$ cat src/hdl/sbra_map.svh
// register offsets, command codes, reset values and counts of the register access block
`ifndef SBRA_MAP_SVH
`define SBRA_MAP_SVH

// command codes seen in the command field
`define SBRA_CMD_READ 4'h0
`define SBRA_CMD_WRITE 4'h8

// global device address, also the value of an unassigned device
`define SBRA_GLOBAL_ADDR 4'h0

// register byte offsets
`define SBRA_OFS_USER 8'h00
`define SBRA_OFS_PHYS 8'h11
`define SBRA_OFS_POLY 8'h20

// user scratch bytes start at SBRA_OFS_USER
`define SBRA_USER_DEPTH 16
`define SBRA_USER_AW 4

// field layout of the physical address register
`define SBRA_PHYS_MSB 3

// reset values
`define SBRA_PHYS_RST 4'h0
`define SBRA_POLY_RST 8'h2f
`define SBRA_CRC_SEED 8'hff

// 32 message bits followed by 8 zero bits
`define SBRA_CRC_SHIFTS 6'h28

`endif

$ cat src/hdl/sbra_pkg.sv
// types shared by the register access block
package sbra_pkg;

  // command frame body and response body share one layout
  typedef struct packed {
    logic [3:0] addr;
    logic [3:0] cmd;
    logic [7:0] hi;
    logic [7:0] lo;
  } sbra_frame_t;

  typedef struct packed {
    sbra_frame_t body;
    logic [7:0] crc;
  } sbra_resp_t;

  typedef enum logic [1:0] {
    SBRA_IDLE,
    SBRA_PREP,
    SBRA_CALC
  } sbra_state_t;

  // full state of the command interpreter
  typedef struct packed {
    sbra_state_t state;
    logic [3:0] phys;
    logic [7:0] poly;
    logic [15:0][7:0] user;
    logic [3:0] cmd;
    logic [7:0] ra;
    logic bad;
    sbra_frame_t body;
    sbra_resp_t resp;
    logic resp_valid;
    logic other;
  } sbra_st_t;

  // full state of the serial crc engine
  typedef struct packed {
    logic busy;
    logic [5:0] cnt;
    logic [39:0] sh;
    logic [7:0] crc;
    logic done;
  } sbra_crc_st_t;

endpackage : sbra_pkg

$ cat src/hdl/sbra_core.sv
// command interpreter for register read and write in command and response mode
`include "sbra_map.svh"

// frame timing, counted from the edge that takes a frame (cycle 0):
//   cycle 1       ready low, a write has landed, the answer body is built
//   cycles 2-41   forty crc shifts, one bit per clock, msb first
//   cycle 42      the crc engine reports done
//   cycle 43      one-cycle answer pulse, ready high again
// dropped frames and foreign codes keep ready high, so the next frame may
// follow at once; only an answered frame holds the interface off.
// a frame offered while busy is held off, never queued: the receiver in
// front of this block must keep it until ready returns.
// a polynomial write already shapes the crc of its own answer, because the
// engine starts one cycle after the write has landed.
// a reset at any point clears the interpreter and the crc engine together,
// so no answer begun before the reset can appear after it.
// the address register keeps four bits; its upper nibble always reads zero.

module sbra_core #(
  parameter logic [3:0] PHYS_RST = `SBRA_PHYS_RST,
  parameter logic [7:0] POLY_RST = `SBRA_POLY_RST
) (
  input wire logic clk_i,
  input wire logic sys_rst_i,
  input wire logic frame_valid_i,
  input sbra_pkg::sbra_frame_t frame_i,
  output logic frame_ready_o,
  output logic resp_valid_o,
  output sbra_pkg::sbra_resp_t resp_o,
  output logic other_cmd_o,
  output logic [3:0] phys_addr_o
);
  import sbra_pkg::*;

  sbra_st_t s_q;
  sbra_st_t s_d;
  // hand-off to the crc engine
  logic crc_start;
  logic [31:0] crc_data;
  logic crc_done;
  logic [7:0] crc_val;
  // address decode and readback
  logic own_hit;
  logic glob_hit;
  logic [8:0] rd_lo;
  logic [8:0] rd_hi;
  // one write strobe per scratch byte
  logic [`SBRA_USER_DEPTH-1:0] user_we;

  // true for the scratch byte range; the lower bound stays in case the bank moves
  function automatic logic is_user(input logic [7:0] a);
    is_user = (a >= `SBRA_OFS_USER) && (a < (`SBRA_OFS_USER + 8'(`SBRA_USER_DEPTH)));
  endfunction : is_user

  // {readable, value}; unmapped bytes read as zero and flag not readable
  // bits 7:4 of the address register are not stored and read back as zero
  function automatic logic [8:0] rd_byte(input sbra_st_t st, input logic [7:0] a);
    logic [7:0] idx;
    idx = a - `SBRA_OFS_USER;
    rd_byte = 9'h000;
    if (a == `SBRA_OFS_PHYS) begin
      rd_byte = {1'b1, 4'h0, st.phys};
    end else if (a == `SBRA_OFS_POLY) begin
      rd_byte = {1'b1, st.poly};
    end else if (is_user(a)) begin
      rd_byte = {1'b1, st.user[idx[`SBRA_USER_AW-1:0]]};
    end
  endfunction : rd_byte

  // every readable byte here is also writable
  // a write anywhere else stores nothing and is answered with zeros
  function automatic logic wr_ok(input logic [7:0] a);
    wr_ok = (a == `SBRA_OFS_PHYS) || (a == `SBRA_OFS_POLY) || is_user(a);
  endfunction : wr_ok

  // address match; the global address never counts as an own match
  // an unassigned device sits at address 0 and must not answer addressed frames
  assign own_hit = (frame_i.addr == s_q.phys) && (frame_i.addr != `SBRA_GLOBAL_ADDR);

  // global assignment only while still unassigned and only to the address register
  // bits 7:4 of the data byte are ignored, only four address bits exist
  assign glob_hit = (frame_i.addr == `SBRA_GLOBAL_ADDR) && (frame_i.cmd == `SBRA_CMD_WRITE)
                    && (frame_i.hi == `SBRA_OFS_PHYS)
                    && (s_q.phys == `SBRA_GLOBAL_ADDR);

  // readback is taken from the registered state, so writes are already visible
  assign rd_lo = rd_byte(s_q, s_q.ra);
  assign rd_hi = rd_byte(s_q, s_q.ra + 8'h01);

  // per byte write strobes of the scratch bank; only an accepted write frame
  // can raise one, so a dropped frame never disturbs a scratch byte
  for (genvar g = 0; g < `SBRA_USER_DEPTH; g++) begin : g_user_we
    assign user_we[g] = frame_valid_i && (s_q.state == SBRA_IDLE)
                        && (frame_i.cmd == `SBRA_CMD_WRITE)
                        && (own_hit || glob_hit)
                        && is_user(frame_i.hi)
                        && (int'(frame_i.hi[`SBRA_USER_AW-1:0]) == g);
  end

  // next state of the interpreter
  always_comb begin
    s_d = s_q;
    s_d.resp_valid = 1'b0;
    s_d.other = 1'b0;
    crc_start = 1'b0;
    crc_data = 32'h0000_0000;
    case (s_q.state)
      SBRA_IDLE: begin
        if (frame_valid_i) begin
          // latched even for dropped frames; harmless, only an accepted frame leaves idle
          s_d.cmd = frame_i.cmd;
          s_d.ra = frame_i.hi;
          if (frame_i.cmd == `SBRA_CMD_READ) begin
            // a foreign or global read simply leaves the machine idle
            if (own_hit) begin
              s_d.state = SBRA_PREP;
              s_d.bad = 1'b0;
            end
          end else if (frame_i.cmd == `SBRA_CMD_WRITE) begin
            if (own_hit || glob_hit) begin
              s_d.state = SBRA_PREP;
              s_d.bad = !wr_ok(frame_i.hi);
              // the write lands before the answer body is built
              if (frame_i.hi == `SBRA_OFS_PHYS) begin
                s_d.phys = frame_i.lo[`SBRA_PHYS_MSB:0];
              end else if (frame_i.hi == `SBRA_OFS_POLY) begin
                s_d.poly = frame_i.lo;
              end else begin
                // scratch bytes take their strobes from the generate loop
                for (int k = 0; k < `SBRA_USER_DEPTH; k++) begin
                  if (user_we[k]) begin
                    s_d.user[k] = frame_i.lo;
                  end
                end
              end
            end
          end else begin
            // not ours to answer; pass the event on
            s_d.other = 1'b1;
          end
        end
      end
      SBRA_PREP: begin
        // address field is the register value after any write
        s_d.body.addr = s_q.phys;
        s_d.body.cmd = s_q.cmd;
        // an unreadable read and any unwritable write both answer zeros
        if (s_q.bad || (s_q.cmd == `SBRA_CMD_READ && !rd_lo[8])) begin
          s_d.body.hi = 8'h00;
          s_d.body.lo = 8'h00;
        end else begin
          s_d.body.hi = rd_hi[7:0];
          s_d.body.lo = rd_lo[7:0];
        end
        // the engine copies the message on this edge; body keeps it for the answer
        crc_start = 1'b1;
        // the crc slot enters the message as eight zero bits behind the body
        crc_data = {s_d.body, 8'h00};
        s_d.state = SBRA_CALC;
      end
      SBRA_CALC: begin
        // the body is held since cycle 1; only the crc joins it here
        if (crc_done) begin
          s_d.resp = {s_q.body, crc_val};
          s_d.resp_valid = 1'b1;
          s_d.state = SBRA_IDLE;
        end
      end
      default: begin
        // an illegal state code falls back to idle instead of hanging the link
        s_d.state = SBRA_IDLE;
      end
    endcase
  end

  // state register with synchronous reset
  always_ff @(posedge clk_i) begin
    if (sys_rst_i) begin
      // all fields clear, scratch bytes included; then the non-zero defaults
      s_q <= '0;
      s_q.state <= SBRA_IDLE;
      s_q.phys <= PHYS_RST;
      s_q.poly <= POLY_RST;
    end else begin
      s_q <= s_d;
    end
  end

  // crc engine; the polynomial register is read live, it cannot change mid frame
  // sharing the reset keeps a half finished crc from surfacing after a reset
  sbra_crc u_crc (
    .clk_i(clk_i),
    .sys_rst_i(sys_rst_i),
    .start_i(crc_start),
    .data_i(crc_data),
    .poly_i(s_q.poly),
    .done_o(crc_done),
    .crc_o(crc_val)
  );

  // one frame at a time; busy frames are held off by the ready handshake
  // resp_o keeps the last answer until the next one is complete
  assign frame_ready_o = (s_q.state == SBRA_IDLE);
  assign resp_valid_o = s_q.resp_valid;
  assign resp_o = s_q.resp;
  assign other_cmd_o = s_q.other;
  assign phys_addr_o = s_q.phys;

endmodule : sbra_core

$ cat src/hdl/sbra_crc.sv
// bit serial crc generator for response frames
`include "sbra_map.svh"

module sbra_crc (
  input wire logic clk_i,
  input wire logic sys_rst_i,
  input wire logic start_i,
  input wire logic [31:0] data_i,
  input wire logic [7:0] poly_i,
  output logic done_o,
  output logic [7:0] crc_o
);
  import sbra_pkg::*;

  sbra_crc_st_t s_q;
  sbra_crc_st_t s_d;

  // one message bit per clock, msb first, then eight zeros; poly sampled live
  always_comb begin
    s_d = s_q;
    s_d.done = 1'b0;
    if (start_i) begin
      s_d.busy = 1'b1;
      s_d.cnt = `SBRA_CRC_SHIFTS;
      s_d.sh = {data_i, 8'h00};
      s_d.crc = `SBRA_CRC_SEED;
    end else if (s_q.busy) begin
      s_d.crc = {s_q.crc[6:0], s_q.sh[39]} ^ (s_q.crc[7] ? poly_i : 8'h00);
      s_d.sh = {s_q.sh[38:0], 1'b0};
      s_d.cnt = s_q.cnt - 6'h01;
      if (s_q.cnt == 6'h01) begin
        s_d.busy = 1'b0;
        s_d.done = 1'b1;
      end
    end
  end

  // state register
  always_ff @(posedge clk_i) begin
    if (sys_rst_i) begin
      s_q <= '0;
    end else begin
      s_q <= s_d;
    end
  end

  assign done_o = s_q.done;
  assign crc_o = s_q.crc;

endmodule : sbra_crc

$ cat config.mk
export PLATFORM = sky130hd
export DESIGN_NAME = sbra_core
export DESIGN_NICKNAME = d
export VERILOG_FILES = /design/src/hdl/sbra_pkg.sv /design/src/hdl/sbra_core.sv /design/src/hdl/sbra_crc.sv
export VERILOG_INCLUDE_DIRS = /design/src /design/src/hdl
export SDC_FILE = /design/constraint.sdc
export NUM_CORES = 1
export LEC_CHECK = 0
export BUFFER_PORTS_ARGS = -buffer_cell sky130_fd_sc_hd__buf_2
export CORE_UTILIZATION = 55
export DETAILED_ROUTE_END_ITERATION = 16
export GPL_TIMING_DRIVEN = 0
export HOLD_SLACK_MARGIN = 0.02
export PLACE_DENSITY = 0.73
export RECOVER_POWER = 50
export SETUP_SLACK_MARGIN = 0.3
export SKIP_CTS_REPAIR_TIMING = 1
export SKIP_LAST_GASP = 1
export SYNTH_ARGS = -nofsm -noshare
export SYNTH_HDL_FRONTEND = slang
export SYNTH_SLANG_ARGS = --single-unit
$ cat constraint.sdc
create_clock -name clk_i -period 7.1 [get_ports clk_i]
set_clock_uncertainty 0.2 [all_clocks]
set_input_delay 1.065 -clock clk_i [delete_from_list [all_inputs] [get_ports clk_i]]
set_output_delay 1.065 -clock clk_i [all_outputs]
set_load 0.02 [all_outputs]
==> flow_metrics.py <==
metrics = {
    "job": {
        "max-cap-violations": 3,
    },
    "sta": {
        "rsz0062_at_grt": "false",
        "fin_ws_ns": 1.95,
        "finalHoldViolations": 0,
        "setup-violations-final": 0,
        "setup_tns_ns": 0,
        "finalCritPeriodShare_pct": 72.5,
        "worstMarginPinSlew_ns": 2.28,
        "fmax_mhz": 194,
        "slew_viol_final": 18,
        "min_period_ns": 5.15,
        "slew_headroom_pct": -53.8,
    },
    "synthesis": {
        "syn-num-nets": 1299,
        "synth-edff-count": 0,
        "yosys_warnings": 0,
        "synthCells": 1266,
        "ys.flop_type": "dfxtp_1",
        "synth_most_common_cell": "dfxtp_1",
        "synth_area_um2": 12600,
        "avgSynthCellArea_um2": 9.92,
        "synthTopCellsByCount": "260 x dfxtp_1, 165 x mux2i_1, 164 x nand2_1, 162 x nor2_1, 89 x a21oi_1",
        "synth_top_area_share_pct": 41.4,
        "yosysTopAreaCell": "dfxtp_1",
        "synth-seq-area-share_pct": 41.4,
        "netlist_top_cells_area": "dfxtp_1 41%, mux2i_1 13%, mux4_2 12%",
        "synth_cell_type_count": 58,
        "synth-async-reset-ratio_pct": 0,
        "synth_seq_cells": 260,
    },
    "place": {
        "hpwl_um": 25200,
        "port_buffers": 56,
        "pre_cts_slack_ns": 2.10,
        "gp_congestion": 0.911,
    },
    "global_route": {
        "grt_pass1_vias": 9798,
        "grt_usage_pct": 30.8,
        "grt_pass1_wl_um": 55600,
        "grt_max_degree": 14,
        "antenna_found_initial": 0,
        "grt-ovfl-total": 0,
    },
    "detailed_routing": {
        "vias": 10200,
        "drt.antenna.violating_nets": 0,
        "wire_per_inst_um": 21.7,
        "viasPerCell": 6.18,
        "drt_iter0_markers": 1094,
        "first_pass_iters": 6,
        "drt_wl_total_um": 35900,
        "drc_errors": 0,
    },
    "clocking": {
        "path_clk_slew_ns": 0.06,
        "cts_max_level": 1,
        "clock_sinks": 260,
        "clkLatencyLatePin_ns": 0.54,
        "max-clock-path-buffers": 3,
        "cts_tree": "done",
        "cts_buffers": 27,
        "cts-root-buf": "clkbuf_16",
    },
    "hold_path": {
        "min_from": "s_q[36]",
        "hp-class": "reg2reg",
        "whs_path_depth": 2,
        "whs_endpoint": "s_q[36]",
    },
    "critical_path": {
        "critPathMaxFanout": 10,
        "crit_type": "reg2reg",
        "reg2reg_to": "u_crc.s_q[40]",
        "r2r-start": "s_q[59]",
        "startpoint_type": "flop",
        "end_kind": "flop",
        "critPathArrivalTime_ns": 5.34,
        "reg2reg_slack_ns": 1.95,
        "rr_worst_depth": 9,
        "cp.required_ns": 7.30,
    },
    "floorplanning": {
        "die_w_um": 153,
        "rows": 54,
        "num_io_pins": 66,
        "dieArea_um2": 23400,
        "die_h_um": 153,
        "start_util_pct": 56.9,
        "core-area_um2": 22100,
    },
    "cells_and_area": {
        "area_delta_synth_final_pct": 11.7,
        "drive_above_1_share_pct": 14.0,
        "nNetsFinal": 1384,
        "diodes": 0,
    },
    "power_and_ir_drop": {
        "p_leak_nw": 5.10,
        "vdd_drop_max_uv": 184,
        "p_per_area_nw_per_um2": 220,
    },
    "status": {
        "status": "complete, but fails checks",
        "violations": "capacitance limit, slew limit",
    },
}
==> metrics by stage <==
stage / hold WS (ns) / area (um^2) / cells / utilization (%) / total power, mW
3_5_place_dp: 0.231 / 13200 / 1602 / 59.7 / 1.67
5_1_grt: 0.274 / 14000 / 1652 / 63.5 / 3.16
2_1_floorplan: 0.215 / 12600 / 1266 / - / 1.61
4_1_cts: 0.239 / 14100 / 1652 / 63.8 / 3.08
3_3_place_gp: 0.229 / 13200 / 1602 / 59.7 / 1.67
6_report: 0.238 / 14000 / 1652 / 63.5 / 3.08
==> registers in the layout, indices dropped and copies added, names as in the netlist <==
name          cells
s_q             175
u_crc.s_q        38
resp_o           32
u_crc.crc_o       8
phys_addr_o       4
other_cmd_o       1
resp_valid_o      1
u_crc.done_o      1
==> critical path: stages (launching register included) <==
cell and delay [ns]:
dfxtp_1 0.43, clkbuf_1 0.76, clkbuf_1 0.65, inv_1 0.30, ha_1 0.47, clkbuf_1 0.75, mux4_2 0.44, a22o_1 0.25
o21ai_0 0.56, o211ai_1 0.17
==> per-layer routing <==
layer / vias up / track usage [%] / wire [um]
li1: 4656 / - / -
met1: 4907 / 39.0 / 14400
met4: 0 / 14.2 / 1840
met2: 508 / 52.1 / 16800
met5: - / 0 / 0
met3: 133 / 4.20 / 2910
==> power by group <==
group / switching (mW) / internal, mW / leakage [nW]
Combinational: 0.131 / 0.0479 / 2.57
Clock: 0.597 / 0.838 / 0.430
Sequential: 0.00353 / 1.46 / 2.10
==> layout by cell type, fill, tap and decap left out, types with 6 or more instances in the layout <==
cell type  count
a2111oi_4     11
a21oi_1       89
a22o_1        19
a22oi_1        7
and3_1        10
buf_1         15
buf_2         18
buf_4         34
clkbuf_1     120
clkbuf_16     27
clkbuf_8       6
dfxtp_1      260
ha_1           6
inv_1          9
mux2_2         8
mux2i_1      165
mux4_2        68
nand2_1      164
nand2b_1       9
nand3_1       16
nor2_1       162
nor2b_1        8
nor3_1        12
nor4_1         7
o211ai_1      10
o21ai_0       30
xor2_1         6
==> final cells by class <==
cell class | count | area, um^2
buffer | 129 | 651
clock buffer | 41 | 788
clock inverter | 9 | 106
fill | 1891 | 8070
inverter | 9 | 33.8
multi-input combinational | 868 | 6660
sequential | 260 | 5200
tap | 280 | 350
timing repair buffer | 56 | 233
==> worst max path at each step <==
stage          slack, ns  depth (start not counted)       endpoint   startpoint
2_1_floorplan       3.46                          8       s_q[111]  frame_i[21]
3_3_place_gp        2.11                          9  u_crc.s_q[40]      s_q[59]
3_5_place_dp        2.10                          9  u_crc.s_q[40]      s_q[59]
4_1_cts             2.08                          9  u_crc.s_q[40]      s_q[59]
5_1_grt             1.79                          9  u_crc.s_q[40]      s_q[59]
6_report            1.95                          9  u_crc.s_q[40]      s_q[59]
==> kinds of logic after synthesis <==
group	share of synthesized area [%]
adder cells (fa/ha/maj)	0.598
buffers and inverters	5.45
multiplexers	26.1
AO/OA/AOI/OAI	11.2
AND/OR/NAND/NOR	14.5
flip-flops	41.4
XOR/XNOR	0.697
Power figures use the tool's default switching activity.
